File: src/aof_map.svh
// Constants for the ADC output formatter: codes, widths, pipeline figures.
// Assumes inclusion by the package and the formatter; definitions only.
// Summary of operation
// RL1 - Sample only on rising input clock edge
// RL2 - Output disable high tristates data outputs
// RL3 - Shorted inputs give mid-scale code 4096
// RL4 - Over range all ones, under range zeros
// RL5 - Clip and flag before extreme raw code
// RL6 - 13-bit flag set on all-ones or zeros
// RL7 - 12-bit receiver adds dropped LSB check
// RL8 - Format pin low offset binary, high twos
// RL9 - Sync clock driven only while enable low
// RL10 - Power-down low resets all digital outputs
// RL11 - Flag high when input out of range
// RL12 - Word and flag update together, fixed latency
`ifndef AOF_MAP_SVH
`define AOF_MAP_SVH
`define AOF_DATA_W      13
`define AOF_MID_CODE    13'h1000
`define AOF_ALL_ONES    13'h1fff
`define AOF_ALL_ZEROS   13'h0000
`define AOF_MSB         12
`define AOF_OFFSET_RST  13'h0000
`define AOF_CLIP_LO     13'h0001
`define AOF_CLIP_HI     13'h1ffe
`define AOF_FIFO_DEPTH  8
`endif

File: src/aof_pkg.sv
// Types shared by the formatter files.
// Assumes aof_map.svh sits in the same folder.
`include "aof_map.svh"
package aof_pkg;
  typedef logic [`AOF_DATA_W-1:0] aof_word_t;   // One sample word
  typedef enum logic [1:0] {
    AOF_ST_OFF  = 2'b00,                         // Powered down
    AOF_ST_RUN  = 2'b01                          // Converting
  } aof_state_t;
endpackage

File: src/aof_fifo.sv
// Small synchronous FIFO between converter core and output pins.
// Assumes one clock and a synchronous active-high clear.
`timescale 1ns/10ps
module aof_fifo
  import aof_pkg::*;
#(
  parameter int WIDTH = 14,
  parameter int DEPTH = 8
) (
  input  wire logic             clk_in,       // System clock
  input  wire logic             clear_in,     // Synchronous clear
  input  wire logic [WIDTH-1:0] wr_data_in,   // Write word
  input  wire logic             wr_valid_in,  // Write request
  output logic                  wr_ready_out, // Room available
  output logic      [WIDTH-1:0] rd_data_out,  // Head word
  output logic                  rd_valid_out, // Head valid
  input  wire logic             rd_ready_in   // Reader takes word
);
  localparam int AW = $clog2(DEPTH);
  // Storage and pointers with one extra wrap bit
  logic [WIDTH-1:0] mem [DEPTH];
  logic [AW:0]      wptr_r;
  logic [AW:0]      rptr_r;
  logic             full_w;
  logic             empty_w;
  logic             push_w;
  logic             pop_w;

  // Honest full and empty from pointer compare
  assign full_w  = (wptr_r[AW] != rptr_r[AW]) && (wptr_r[AW-1:0] == rptr_r[AW-1:0]);
  assign empty_w = (wptr_r == rptr_r);
  assign push_w  = wr_valid_in && !full_w;
  assign pop_w   = rd_ready_in && !empty_w;
  assign wr_ready_out = !full_w;
  assign rd_valid_out = !empty_w;
  assign rd_data_out  = mem[rptr_r[AW-1:0]];

  // Pointer and storage update
  always_ff @(posedge clk_in) begin
    if (clear_in) begin
      wptr_r <= '0;
      rptr_r <= '0;
    end else begin
      if (push_w) begin
        mem[wptr_r[AW-1:0]] <= wr_data_in;
        wptr_r <= wptr_r + 1'b1;
      end
      if (pop_w) begin
        rptr_r <= rptr_r + 1'b1;
      end
    end
  end
endmodule // aof_fifo

File: src/aof_formatter.sv
// Output stage: centring, clamping, flag, format, pins, sync clock.
// Assumes the sample clock and raw core code arrive asynchronously
// and are sampled on clk_in; raw code is stable around its clock edge.
`timescale 1ns/10ps
`include "aof_map.svh"
module aof_formatter
  import aof_pkg::*;
#(
  parameter int DATA_W = `AOF_DATA_W,
  parameter int DEPTH  = `AOF_FIFO_DEPTH
) (
  input  wire logic              clk_in,                 // 200 MHz system clock
  input  wire logic              sys_rst_in,             // Synchronous reset, high
  input  wire logic              clock_in_pos,           // Sample clock, true side
  input  wire logic              clock_in_neg,           // Sample clock, inverted side
  input  wire logic [DATA_W-1:0] raw_code_in,            // Uncorrected core code
  input  wire logic              raw_over_in,            // Core over range
  input  wire logic              raw_under_in,           // Core under range
  input  wire logic [DATA_W-1:0] offset_trim_in,         // Signed offset correction
  input  wire logic              format_select,          // 0 offset binary, 1 twos
  input  wire logic              output_disable_in,      // High tristates data
  input  wire logic              sync_clock_enable_low,  // Low drives sync clock
  input  wire logic              power_down_low,         // Low powers down
  output logic      [DATA_W-1:0] data_out,               // Parallel sample word
  output logic      [DATA_W-1:0] data_oe_out,            // Data pin drive enables
  output logic                   out_of_range_flag,      // Flag pin
  output logic                   flag_oe_out,            // Flag pin drive enable
  output logic                   data_sync_clock_out,    // Companion clock
  output logic                   sync_clock_oe_out,      // Companion clock enable
  output logic                   overflow_out            // FIFO lost a sample
);
  // Whole module state in one struct
  typedef struct packed {
    logic [1:0]        ckp_sync;   // Clock sync chain
    logic [1:0]        ckn_sync;   // Inverted side chain
    logic              ck_prev;    // Last synced clock level
    logic [1:0]        pd_sync;    // Power-down sync chain
    logic [1:0]        oe_sync;    // Output disable chain
    logic [1:0]        ce_sync;    // Sync clock enable chain
    logic [1:0]        fmt_sync;   // Format select chain
    logic [1:0][DATA_W-1:0] raw_sync;  // Raw code sync chain
    logic [1:0][DATA_W-1:0] trim_sync; // Offset trim sync chain
    logic [1:0]        ovr_sync;   // Over range chain
    logic [1:0]        und_sync;   // Under range chain
    logic              ck_edge;    // One-cycle sample pulse
    aof_state_t        state;      // Power state
    logic [DATA_W-1:0] data;       // Output word
    logic              flag;       // Output flag
    logic              sclk;       // Sync clock level
    logic              ovf;        // Overflow sticky
    logic              wfmt;       // Format of the shown word
    logic              doe;        // Data and flag pin enable
    logic              coe;        // Sync clock pin enable
  } aof_st_t;

  aof_st_t st_r;
  aof_st_t st_nxt;

  // FIFO wiring
  logic [DATA_W+1:0] fifo_wdata;   // Format bit, flag, word
  logic              fifo_wready;
  logic [DATA_W+1:0] fifo_rdata;   // Format bit, flag, word
  logic              ck_lvl_w;     // Resolved sample clock level
  logic              fifo_rvalid;
  logic              fifo_clear;

  // Centre, clamp and flag a raw code
  function automatic logic [DATA_W:0] fmt_code(input logic [DATA_W-1:0] raw,
                                               input logic [DATA_W-1:0] trim,
                                               input logic ovr, input logic und);
    logic [DATA_W+1:0] sum;
    logic [DATA_W-1:0] code;
    logic              fl;
    sum  = {2'b00, raw} + {{2{trim[DATA_W-1]}}, trim};  // RL3
    code = sum[DATA_W-1:0];
    fl   = 1'b0;
    // Clip before extreme code; flag on clip
    if (ovr || (!sum[DATA_W+1] && (sum[DATA_W] || (code >= `AOF_CLIP_HI)))) begin // RL5
      code = `AOF_ALL_ONES;                              // RL4
      fl   = 1'b1;                                       // RL11
    end else if (und || sum[DATA_W+1] || (code <= `AOF_CLIP_LO)) begin
      code = `AOF_ALL_ZEROS;                             // RL4
      fl   = 1'b1;                                       // RL11
    end
    return {fl, code};
  endfunction

  // Format bit travels with the word so it matches its own sample
  assign fifo_wdata = {st_r.fmt_sync[1],
                       fmt_code(st_r.raw_sync[1], st_r.trim_sync[1],
                                st_r.ovr_sync[1], st_r.und_sync[1])};     // RL8
  // Differential level; CMOS use grounds the inverted side
  assign ck_lvl_w   = st_r.ckp_sync[1] && !st_r.ckn_sync[1];
  assign fifo_clear = sys_rst_in || (st_r.state == AOF_ST_OFF);

  // Buffer between capture and output pins
  aof_fifo #(
    .WIDTH (DATA_W + 2),
    .DEPTH (DEPTH)
  ) u_fifo (
    .clk_in       (clk_in),
    .clear_in     (fifo_clear),
    .wr_data_in   (fifo_wdata),
    .wr_valid_in  (st_r.ck_edge),
    .wr_ready_out (fifo_wready),
    .rd_data_out  (fifo_rdata),
    .rd_valid_out (fifo_rvalid),
    .rd_ready_in  (st_r.ck_edge)
  );

  // Next-state logic
  always_comb begin
    st_nxt = st_r;
    st_nxt.ckp_sync = {st_r.ckp_sync[0], clock_in_pos};
    st_nxt.ckn_sync = {st_r.ckn_sync[0], clock_in_neg};
    st_nxt.pd_sync  = {st_r.pd_sync[0], power_down_low};
    st_nxt.oe_sync  = {st_r.oe_sync[0], output_disable_in};
    st_nxt.ce_sync  = {st_r.ce_sync[0], sync_clock_enable_low};
    st_nxt.fmt_sync = {st_r.fmt_sync[0], format_select};
    st_nxt.raw_sync  = {st_r.raw_sync[0], raw_code_in};
    st_nxt.trim_sync = {st_r.trim_sync[0], offset_trim_in};
    st_nxt.ovr_sync  = {st_r.ovr_sync[0], raw_over_in};
    st_nxt.und_sync  = {st_r.und_sync[0], raw_under_in};
    // Pin enables registered so every pin leaves a flip-flop
    st_nxt.doe      = !st_r.oe_sync[1];                            // RL2
    st_nxt.coe      = !st_r.ce_sync[1];                            // RL9
    st_nxt.ck_prev  = ck_lvl_w;
    // Rising edge only; the falling edge never samples
    st_nxt.ck_edge  = ck_lvl_w && !st_r.ck_prev;                   // RL1
    st_nxt.ovf      = st_r.ovf || (st_r.ck_edge && !fifo_wready);
    case (st_r.state)
      AOF_ST_OFF: begin
        st_nxt.data = '0;                                          // RL10
        st_nxt.flag = 1'b0;                                        // RL10
        st_nxt.sclk = 1'b0;                                        // RL10
        st_nxt.ovf  = 1'b0;
        if (st_r.pd_sync[1]) begin
          st_nxt.state = AOF_ST_RUN;
        end
      end
      AOF_ST_RUN: begin
        if (!st_r.pd_sync[1]) begin
          st_nxt.state = AOF_ST_OFF;
          st_nxt.data  = '0;                                       // RL10
          st_nxt.flag  = 1'b0;
          st_nxt.sclk  = 1'b0;
        end else begin
          // Sync clock follows input; word moves one cycle after its rise
          st_nxt.sclk = ck_lvl_w;
          if (st_r.ck_edge && fifo_rvalid) begin
            // Word and flag move together
            st_nxt.flag = fifo_rdata[DATA_W];                      // RL12
            st_nxt.wfmt = fifo_rdata[DATA_W+1];
            // Twos complement inverts the MSB only
            st_nxt.data = fifo_rdata[DATA_W-1:0] ^
                          {fifo_rdata[DATA_W+1], {(DATA_W-1){1'b0}}};  // RL8
          end
        end
      end
      default: begin
        st_nxt.state = AOF_ST_OFF;
      end
    endcase
  end

  // State register
  always_ff @(posedge clk_in) begin
    if (sys_rst_in) begin
      st_r <= '0;
    end else begin
      st_r <= st_nxt;
    end
  end

  // Pin drivers from registers
  assign data_out            = st_r.data;
  assign data_oe_out         = {DATA_W{st_r.doe}};                 // RL2
  assign flag_oe_out         = st_r.doe;                           // RL2
  assign out_of_range_flag   = st_r.flag;                          // RL6
  assign data_sync_clock_out = st_r.sclk;
  assign sync_clock_oe_out   = st_r.coe;                           // RL9
  assign overflow_out        = st_r.ovf;

  // Freshly loaded offset binary word: flag exactly on all ones or zeros
  property p_flag_extreme;
    @(posedge clk_in) disable iff (sys_rst_in)
    ($past(st_r.ck_edge) && $past(fifo_rvalid) && $past(st_r.pd_sync[1]) &&
     $past(st_r.state) == AOF_ST_RUN && !st_r.wfmt) |->
      (st_r.flag == ((st_r.data == `AOF_ALL_ONES) || (st_r.data == `AOF_ALL_ZEROS)));
  endproperty
  a_flag_extreme: assert property (p_flag_extreme) else $error("flag vs word mismatch"); // RL6
  // Flag rises only with an extreme offset binary word
  property p_flag_word;
    @(posedge clk_in) disable iff (sys_rst_in)
    (st_r.state == AOF_ST_RUN && $rose(st_r.flag) && !st_r.wfmt) |->
      ((st_r.data == `AOF_ALL_ONES) || (st_r.data == `AOF_ALL_ZEROS));
  endproperty
  a_flag_word: assert property (p_flag_word) else $error("flag without extreme code"); // RL6
  property p_pd_zero;
    @(posedge clk_in) disable iff (sys_rst_in)
    (!st_r.pd_sync[1]) |=> ##1 (data_out == '0 && !out_of_range_flag);
  endproperty
  a_pd_zero: assert property (p_pd_zero) else $error("outputs not zero in power-down"); // RL10
  property p_oe;
    @(posedge clk_in) disable iff (sys_rst_in)
    st_r.oe_sync[1] |=> (data_oe_out == '0 && !flag_oe_out);
  endproperty
  a_oe: assert property (p_oe) else $error("data driven while disabled"); // RL2
  property p_sclk_oe;
    @(posedge clk_in) disable iff (sys_rst_in)
    st_r.ce_sync[1] |=> !sync_clock_oe_out;
  endproperty
  a_sclk_oe: assert property (p_sclk_oe) else $error("sync clock driven while off"); // RL9
  property p_edge_only_rise;
    @(posedge clk_in) disable iff (sys_rst_in)
    st_r.ck_edge |-> ($past(ck_lvl_w) && !$past(st_r.ck_prev));
  endproperty
  a_edge_only_rise: assert property (p_edge_only_rise) else $error("sample on wrong edge"); // RL1
  property p_update_on_edge;
    @(posedge clk_in) disable iff (sys_rst_in)
    (st_r.state == AOF_ST_RUN && $past(st_r.state) == AOF_ST_RUN && $changed(st_r.data))
      |-> $past(st_r.ck_edge);
  endproperty
  a_update_on_edge: assert property (p_update_on_edge) else $error("word moved off edge"); // RL12
  property p_pd_exit;
    @(posedge clk_in) disable iff (sys_rst_in)
    (st_r.state == AOF_ST_RUN && !st_r.pd_sync[1]) |=> (st_r.state == AOF_ST_OFF);
  endproperty
  a_pd_exit: assert property (p_pd_exit) else $error("power-down not entered"); // RL10
  property p_clip;
    @(posedge clk_in) disable iff (sys_rst_in)
    (st_r.ck_edge && st_r.ovr_sync[1]) |-> fifo_wdata[DATA_W];
  endproperty
  a_clip: assert property (p_clip) else $error("over range not flagged"); // RL11
endmodule // aof_formatter

File: config.mk
export PLATFORM = sky130hd
export DESIGN_NAME = aof_formatter
export DESIGN_NICKNAME = d
export VERILOG_FILES = /design/src/aof_pkg.sv /design/src/aof_fifo.sv /design/src/aof_formatter.sv
export VERILOG_INCLUDE_DIRS = /design/src
export SDC_FILE = /design/constraint.sdc
export NUM_CORES = 1
export LEC_CHECK = 0
export BUFFER_PORTS_ARGS = -buffer_cell sky130_fd_sc_hd__buf_2
export CORE_UTILIZATION = 46
export DETAILED_ROUTE_END_ITERATION = 7
export PLACE_DENSITY = 0.6
export SYNTH_ARGS = -nofsm -noshare
export SYNTH_HDL_FRONTEND = slang
export SYNTH_HIERARCHICAL = 1
export SYNTH_SLANG_ARGS = --single-unit
File: constraint.sdc
create_clock -name clk_in -period 8.8 [get_ports clk_in]
set_input_delay 0.44 -clock clk_in [delete_from_list [all_inputs] [get_ports clk_in]]
set_output_delay 0.44 -clock clk_in [all_outputs]
set_load 0.05 [all_outputs]
==> impl_metrics.ini, run 1 <==
[outcome]
status = finished, final reports clean

[drt]
routed_wirelength_mm = 16.4
first_pass_iters = 4
wl_met3_um = 625
m1WireLength_mm = 7.46
viasPerCell = 5.17
drt_iter0_drc = 249
routed-via-count = 5019
dr.max_layer_used = met4
wire_per_inst_um = 16.9
drc_errors = 0
dr_wl_met2_mm = 7.88
ant_nets = 0

[worst_setup_path]
critical_path_arrival_ps = 3450
path_class = reg -> reg
critPathMaxStageDelay_ps = 430
path_max_fanout = 14
crit_path_end_kind = register
critical_path.top_delay_family = compound AO/OA/AOI/OAI gates
cp_slowest_cell = fa_1
critical_path_depth = 10
path_buf_inv = 0
start_kind = register
worst_path_most_repeated_cell = a311o_1
rr_worst_depth = 10
cp.required_ps = 8970
crit_path_cell_trace = ha_1, fa_1, a211oi_2, or2_2, o221ai_1, a311o_1, and4b_1, a311o_1, nand2_2, o21ai_1

[worst_hold_path]
holdPathStages = 2
worstHoldPathType = in -> reg

[final_layout]
final.fill_count = 1593
layout-drive-gt1-share_pct = 23.9
synthToLayoutAreaGrowth_pct = 12.1
diodes = 0
postLayoutCellArea_um2 = 10000
instances_no_fill = 970
final_nets = 749

[timing]
fmax_mhz = 306
slew_viol_final = 0
setup-tns-final_ps = 0
max_slew.worst_pin.slew_ps = 1120
rsz0062_at_grt = false
hold_ws_ps = 144
finalHoldViolCount = 0
slew_headroom_pct = 24.0
min_period_over_period_pct = 37.2
setup_viol = 0
skew_ps = 7.95
min_period_ps = 3270

[synth]
synth_top_family_by_area = simple AND/OR/NAND/NOR gates
synth_ff_type = edfxtp_1
synth.largest_area_cell = edfxtp_1
synthSimpleGateAreaFrac_pct = 12.9
muxShareOfSynthArea_pct = 10.5
synth_edf_count = 120
yosysSeqAreaShare_pct = 62.6
avgSynthCellArea_um2 = 13.7
synth_top_area_share_pct = 40.3
synth_compound_area_share_pct = 5.40
syn_inst = 653
ys.warnings.count = 6
syn_nets = 707
syn_area_um2 = 8950
synthTopCellsByArea = edfxtp_1 40%, dfxtp_1 22%, mux4_2 7.6%
synthArstFlopShare_pct = 0
synth-xor-area-share_pct = 1.86
yosys.area_share.adder_pct = 2.60
ys_ff_latch = 220
synth_cell_types = 62

[global_routing]
grt_max_degree = 88
grt_pass1_wl_mm = 26.1
grt.overflow.total = 0
grt.total_usage_pct = 17.0
antenna_found_initial = 0
grt_pass1_vias = 4872

[placement]
io_buffers = 66
gp_congestion = 0.820
dpl_cell_area_um2 = 9360
dpl.hpwl_mm = 10.2
post-place-cells = 930

[pwr]
peakVddDrop_v = 0.000152
power_density_nw_per_um2 = 209
leakage_nw = 3.69

[clocking]
h-tree-depth = 1
clkTransAtPathRegs_ps = 60
clock_latency_ps = 500
clock_sinks = 220
cts_setup_buffers = 0
post_cts_resized = 0
numCtsBuffers = 23
ctsLongestPathBuffers = 3
holdBufCountCts = 0
cts_tree = done
root_buffer = clkbuf_16

[die]
dieWidth_um = 141
ioPinCount = 67
die_area_um2 = 20000
core_um2 = 18900
initial_core_util_pct = 47.4
die_h_um = 141
num_rows = 50

[flow_run]
cap_violations = 0
-- cells by family (layout without fill, tap and decap cells) --
logic type | after synthesis | in the layout
buf+inv | 63 | 120
simple gates | 211 | 211
flops | 220 | 220
xor+xnor | 19 | 19
mux | 54 | 54
fa+ha+maj | 18 | 18
compound gates | 68 | 68
-- layout make-up --
class	count	area [um2]	share of cell area, %
Tap cell	260	325	3.24
Inverter	6	22.5	0.225
Multi-Input combinational cell	370	3020	30.1
Timing Repair Buffer	74	390	3.89
Clock inverter	10	52.6	0.524
Sequential cell	220	5610	55.9
Clock buffer	30	614	6.13
-- power breakdown --
group | switching, mW | internal, mW | leakage, nW
sequential | 0.00760 | 1.11 | 1.91
clock | 0.368 | 0.491 | 0.337
combinational | 0.0795 | 0.0393 | 1.44
-- synth_stat cells (2+ instances only) --
cell,count
a22oi_1,14
dfxtp_1,100
nor4b_1,3
a311oi_1,2
buf_2,8
a21oi_1,14
clkbuf_1,18
mux4_2,30
mux2_1,3
and3b_1,2
and2_1,2
nand2_1,35
buf_4,26
a21o_1,5
a41oi_1,2
o41ai_1,2
o41a_1,2
o221ai_1,2
inv_1,6
or3_1,3
o21ai_0,2
nand2b_1,6
nand3_1,11
mux2i_1,4
edfxtp_1,120
mux2_2,17
nor4_1,6
nand4_1,8
xor2_1,9
nor3_1,8
nor2b_1,76
o21ai_1,7
nor2_1,37
and4_1,2
nor3b_1,3
o211ai_1,3
xnor2_1,10
a311o_1,2
buf_6,3
o21bai_1,2
ha_1,17
-- metrics by stage --
| stage | util, % | power (mW) | worst slack, ps |
|---|---|---|---|
| global placement | 49.6 | 1.26 | 5540 |
| CTS | 53.1 | 2.12 | 5500 |
| floorplan | - | 1.23 | 5590 |
| finish | 53.1 | 2.10 | 5530 |
| detailed placement | 49.6 | 1.26 | 5440 |
| global route | 53.1 | 2.17 | 5360 |
-- metal layers --
layer / vias to the layer above / global-route usage [%]
li1: 2458 / -
met5: - / 0
met3: 28 / 2.53
met4: 0 / 6.06
met1: 2418 / 22.8
met2: 115 / 28.3
-- layout by cell type (no fill, tap or decap), drive strengths merged, types with 17 or more instances in the layout --
master	netlist	final
clkbuf	19	30
buf	38	74
edfxtp	120	120
dfxtp	100	100
nand2	36	36
mux4	30	30
ha	17	17
nor2	37	37
nor2b	76	76
mux2	20	20
-- state kept, by name, summed over array words and instances (netlist names), named ones only --
register	cells
u_fifo/rptr_r	4
st_nxt	34
u_fifo/mem	120
data_out	13
st_r	36
sync_clock_oe_out	1
fifo_wdata	1
out_of_range_flag	1
flag_oe_out	1
u_fifo/wptr_r	4
overflow_out	1
data_sync_clock_out	1
-- final timing paths --
kind,start,slack [ps],to
min reg2reg,st_r[81],380,sync_clock_oe_out
max,st_r[39],5530,u_fifo/mem[2][3]
min,offset_trim_in[5],140,st_nxt[44]
max reg2reg,st_r[39],5530,u_fifo/mem[2][3]
Power figures use the tool's default switching activity.
==> run 2, diff against run 1 <==
--- a/config.mk
+++ b/config.mk
@@ -9,7 +9,7 @@
 export BUFFER_PORTS_ARGS = -buffer_cell sky130_fd_sc_hd__buf_2
 export CORE_UTILIZATION = 46
 export DETAILED_ROUTE_END_ITERATION = 7
-export PLACE_DENSITY = 0.6
+export PLACE_DENSITY = 0.62
 export SYNTH_ARGS = -nofsm -noshare
 export SYNTH_HDL_FRONTEND = slang
 export SYNTH_HIERARCHICAL = 1
==> constraint.sdc (replaced) <==
create_clock -name clk_in -period 2.8 [get_ports clk_in]
set_input_delay 0.14 -clock clk_in [delete_from_list [all_inputs] [get_ports clk_in]]
set_output_delay 0.14 -clock clk_in [all_outputs]
set_load 0.05 [all_outputs]
==> run 2 against run 1 <==
  * Critical endpoint is now u_fifo/mem[5][0]
  * Routed wire length up 6.1%
  * The run now ends with negative setup slack left
  * Sequential share of layout area down 5.3 points
  * Setup slack worse by 5500 ps
==> impl_metrics.ini, run 2 (synthesis gave the netlist of run 1 again) <==
[placement]
dpl.hpwl_mm = 11.2
gp_congestion = 0.812
post-place-cells = 977
io_buffers = 66

[die]
core_um2 = 18900
die_h_um = 141
num_rows = 50
initial_core_util_pct = 47.4
ioPinCount = 67
dieWidth_um = 141
die_area_um2 = 20000

[drt]
first_pass_iters = 4
viasPerCell = 5.10
drt_iter0_drc = 257
drc_errors = 0
ant_nets = 0
routed_wirelength_mm = 17.4
routed-via-count = 5377
wire_per_inst_um = 16.5

[clocking]
numCtsBuffers = 24
cts_tree = done
clock_sinks = 220
ctsLongestPathBuffers = 3
root_buffer = clkbuf_16
clkTransAtPathRegs_ps = 60
h-tree-depth = 1
clock_latency_ps = 520

[pwr]
power_density_nw_per_um2 = 678
leakage_nw = 4.20
peakVddDrop_v = 0.000416
power_switching_mw = 1.54
sw_frac_of_total_pct = 20.4
power_frac_clock_pct = 46.5
p_int_mw = 5.98
seqPwrFrac_pct = 46.8
pwr-share-comb_pct = 6.7

[timing]
max_slew.worst_pin.slew_ps = 851
finalHoldViolCount = 0
rsz0062_at_grt = true
slew_headroom_pct = 43.3
setup_viol = 8
slew_viol_final = 0
fmax_mhz = 355
setup-tns-final_ps = -103
skew_ps = 18.2
final.setup.worst_slack_ps = -13.1
min_period_over_period_pct = 100
min_period_ps = 2810
hold_ws_ps = 307

[outcome]
violations = negative setup slack
status = finished with violations

[worst_setup_path]
crit_path_cell_trace = ha_4, fa_2, a211oi_2, or2_4, o221ai_2, a311o_1, and4b_1, a311o_1, nand2_2, buf_6, a21bo_4
cp_slowest_cell = fa_2
start_kind = register
rr_worst_depth = 11
critPathMaxStageDelay_ps = 350
crit_path_end_kind = register
worst_path_most_repeated_cell = a311o_1
r2r-start = st_r[39]
path_class = reg -> reg
path_buf_inv = 1
path_max_fanout = 8
cp.required_ps = 3050
critical_path.top_delay_family = compound AO/OA/AOI/OAI gates
critical_path_arrival_ps = 3060
ff2ff_setup_slack_ps = -10
r2r_end = u_fifo/mem[5][0]

[worst_hold_path]
worstHoldPathType = in -> reg
min_to = u_fifo/wptr_r[0]
holdPathStages = 4
hold_path_startpoint = sys_rst_in

[global_routing]
grt.overflow.total = 0
grt.total_usage_pct = 18.2
grt_pass1_wl_mm = 28.3
grt_max_degree = 87
antenna_found_initial = 0
grt_pass1_vias = 5462

[final_layout]
largest_reg_flops = 120
diodes = 0
synthToLayoutAreaGrowth_pct = 24.0
layout_common_cells = 120 x edfxtp_1, 97 x dfxtp_1, 76 x nor2b_1
final_nets = 832
layout-drive-gt1-share_pct = 30.3
seqCellArea_um2 = 5610
instances_no_fill = 1055
final_common_cell = edfxtp_1
multiInputGateArea_um2 = 3140
final.fill_count = 1565
postLayoutCoreUtil_pct = 58.7

[flow_run]
cap_violations = 0
[run 2: worst reg2reg max path, stage by stage (launching register included)]
cell      delay (ps)
dfxtp_2          330
ha_4             160
fa_2             350
a211oi_2         270
or2_4            160
o221ai_2          70
a311o_1          300
and4b_1          180
a311o_1          270
nand2_2          100
buf_6            120
a21bo_4          250
[run 2: cell type report]
cell class / count / area share [%]
Clock buffer: 29 / 5.76
Clock inverter: 14 / 2.35
Inverter: 6 / 0.203
Multi-Input combinational cell: 370 / 28.3
Sequential cell: 220 / 50.6
Tap cell: 260 / 2.93
Timing Repair Buffer: 156 / 9.90
[run 2: worst max-delay path by stage]
stage	startpoint	to	slack, ps	cells past startpoint
5_1_grt	st_r[39]	u_fifo/mem[5][0]	-140	12
2_1_floorplan	u_fifo/wptr_r[0]	u_fifo/mem[0][0]	-100	4
4_1_cts	st_r[39]	u_fifo/mem[1][4]	-80	11
3_3_place_gp	st_r[39]	u_fifo/mem[2][0]	-70	11
6_report	st_r[39]	u_fifo/mem[5][0]	-10	11
3_5_place_dp	st_r[39]	u_fifo/mem[0][11]	-140	11
[run 2: repair_timing]
item	4_1_cts	5_1_grt
pin swaps	7	6
hold buffers	34	0
resized for setup	12	17
hold endpoints to repair	34	0
setup endpoints to repair	112	112
buffers inserted	0	1
[run 2: power by group through the flow]
| stage | registers (mW) | logic [mW] | clock network [mW] |
|---|---|---|---|
| finish | 3.52 | 0.502 | 3.50 |
| global route | 3.53 | 0.551 | 3.71 |
| CTS | 3.52 | 0.484 | 3.58 |
| detailed placement | 3.59 | 0.439 | 0 |
| global placement | 3.59 | 0.426 | 0 |
| floorplan | 3.59 | 0.292 | 0 |
[run 2: metrics by stage]
stage / setup slack (ps) / power (mW) / area [um2]
detailed placement: -142 / 4.03 / 9720
floorplan: -96.6 / 3.88 / 8970
global route: -141 / 7.79 / 11100
global placement: -71.9 / 4.01 / 9720
CTS: -77.0 / 7.58 / 11000
finish: -13.1 / 7.52 / 11100
[run 2: metal layers]
layer  wire (um)  part of all wire, %  global-route usage (%)
met5           0                    0                       0
met4         432                  2.5                    5.77
met3         570                  3.3                    2.83
met2        8690                   50                    31.3
met1        7710                   44                    23.7
==> run 3, diff against run 2 <==
--- a/config.mk
+++ b/config.mk
@@ -9,7 +9,9 @@
 export BUFFER_PORTS_ARGS = -buffer_cell sky130_fd_sc_hd__buf_2
 export CORE_UTILIZATION = 46
 export DETAILED_ROUTE_END_ITERATION = 7
+export GPL_TIMING_DRIVEN = 1
 export PLACE_DENSITY = 0.62
+export SKIP_CTS_REPAIR_TIMING = 1
 export SYNTH_ARGS = -nofsm -noshare
 export SYNTH_HDL_FRONTEND = slang
 export SYNTH_HIERARCHICAL = 1
==> run 3 against run 2 <==
  * The flow still finishes with violations (negative setup slack)
  * Setup slack worse by 66 ps
  * Maximum frequency shrank 2.3%
  * First-iteration DRC count is 21% lower
  * Sequential power barely moved
  * Routed wire length barely moved
  * Final area rose by 0.42%
  * Flip-flop and latch count did not move
  * Utilization is 0.25 points higher
  * Largest power group unchanged
  * Die area is the same
  * Non-clock buffer count rose by 4
==> impl_metrics.ini, run 3 (synthesis gave the netlist of run 1 again) <==
[outcome]
status = finished with violations
violations = negative setup slack

[placement]
gp_congestion = 0.812
dpl.hpwl_mm = 11.2
io_buffers = 66
post-place-cells = 977
pre_cts_ws_ps = -142
dpl_cell_area_um2 = 9720

[worst_setup_path]
path_max_fanout = 8
start_kind = register
crit_path_end_kind = register
path_class = reg -> reg
cp.required_ps = 3050
critical_path_arrival_ps = 3130

[timing]
hold_ws_ps = 311
finalHoldViolCount = 0
slew_headroom_pct = 43.3
min_period_over_period_pct = 103
skew_ps = 18.6
setup_viol = 64
max_slew.worst_pin.slew_ps = 851
fmax_mhz = 347
slew_viol_final = 0
min_period_ps = 2880
final.setup.worst_slack_ps = -79.4
rsz0062_at_grt = true
setup-tns-final_ps = -1720

[die]
initial_core_util_pct = 47.4
dieWidth_um = 141
core_um2 = 18900
ioPinCount = 67
die_area_um2 = 20000
die_h_um = 141
num_rows = 50

[global_routing]
grt.overflow.total = 0
grt_pass1_wl_mm = 27.7
grt_pass1_vias = 5268
grt_max_degree = 87
antenna_found_initial = 0
grt.total_usage_pct = 17.8

[pwr]
leakage_nw = 4.22
total_power_mw = 7.54
seqPwrFrac_pct = 46.7
power_frac_clock_pct = 46.4
power_switching_mw = 1.54
sw_frac_of_total_pct = 20.5
power_density_nw_per_um2 = 677
peakVddDrop_v = 0.000456
p_int_mw = 6.00
pwr-share-comb_pct = 6.9

[final_layout]
postLayoutCoreUtil_pct = 59.0
instances_no_fill = 1059
postLayoutCellArea_um2 = 11100
final_nets = 836
layout-drive-gt1-share_pct = 30.4
final_common_cell = edfxtp_1
diodes = 0
synthToLayoutAreaGrowth_pct = 24.5
largest_reg_flops = 120
layout_common_cells = 120 x edfxtp_1, 97 x dfxtp_1, 76 x nor2b_1

[clocking]
h-tree-depth = 1
ctsLongestPathBuffers = 3
clock_sinks = 220
numCtsBuffers = 24
cts_tree = done
clock_latency_ps = 520
clkTransAtPathRegs_ps = 60
root_buffer = clkbuf_16

[worst_hold_path]
worstHoldPathType = in -> reg

[drt]
routed_wirelength_mm = 17.4
wire_per_inst_um = 16.4
viasPerCell = 5.07
ant_nets = 0
drc_errors = 0
first_pass_iters = 4
drt_iter0_drc = 203
routed-via-count = 5373

[flow_run]
cap_violations = 0
==> run 3: area by class of cell <==
| type | instances | area (um2) |
|---|---|---|
| Multi-Input combinational cell | 370 | 3150 |
| Sequential cell | 220 | 5610 |
| Inverter | 6 | 22.5 |
| Clock inverter | 14 | 260 |
| Fill cell | 1549 | 7750 |
| Clock buffer | 29 | 639 |
| Timing Repair Buffer | 160 | 1140 |
| Tap cell | 260 | 325 |
==> run 3: worst max-delay path, cell delays in order (launching register included) <==
cell and delay (ps):
dfxtp_2 330, ha_4 160, fa_2 400, a211oi_2 230, or2_4 170, o221ai_2 80, a311o_1 350, and4b_1 180
a311o_1 270, nand2_2 100, buf_6 120, a21bo_4 250
==> run 3: power by group through the flow <==
stage	registers [mW]	clock network, mW	logic [mW]
after detailed placement	3.59	0	0.439
after global routing	3.53	3.71	0.573
after global placement	3.59	0	0.426
final	3.52	3.50	0.524
after CTS	3.52	3.58	0.441
after floorplan	3.59	0	0.292
==> run 3: worst paths after layout <==
| kind | end | depth (start not counted) | slack (ps) | startpoint |
|---|---|---|---|---|
| max | u_fifo/mem[5][0] | 11 | -80 | st_r[39] |
| min reg2reg | sync_clock_oe_out | 1 | 380 | st_r[81] |
| min | u_fifo/wptr_r[0] | 4 | 310 | sys_rst_in |
| max reg2reg | u_fifo/mem[5][0] | 11 | -80 | st_r[39] |
==> run 3: layer usage <==
metal / vias to the layer above / wire length [um] / track usage, %
li1: 2637 / - / -
met1: 2596 / 7810 / 23.6
met2: 108 / 8660 / 30.1
met3: 32 / 541 / 2.83
met4: 0 / 400 / 5.72
met5: - / 0 / 0
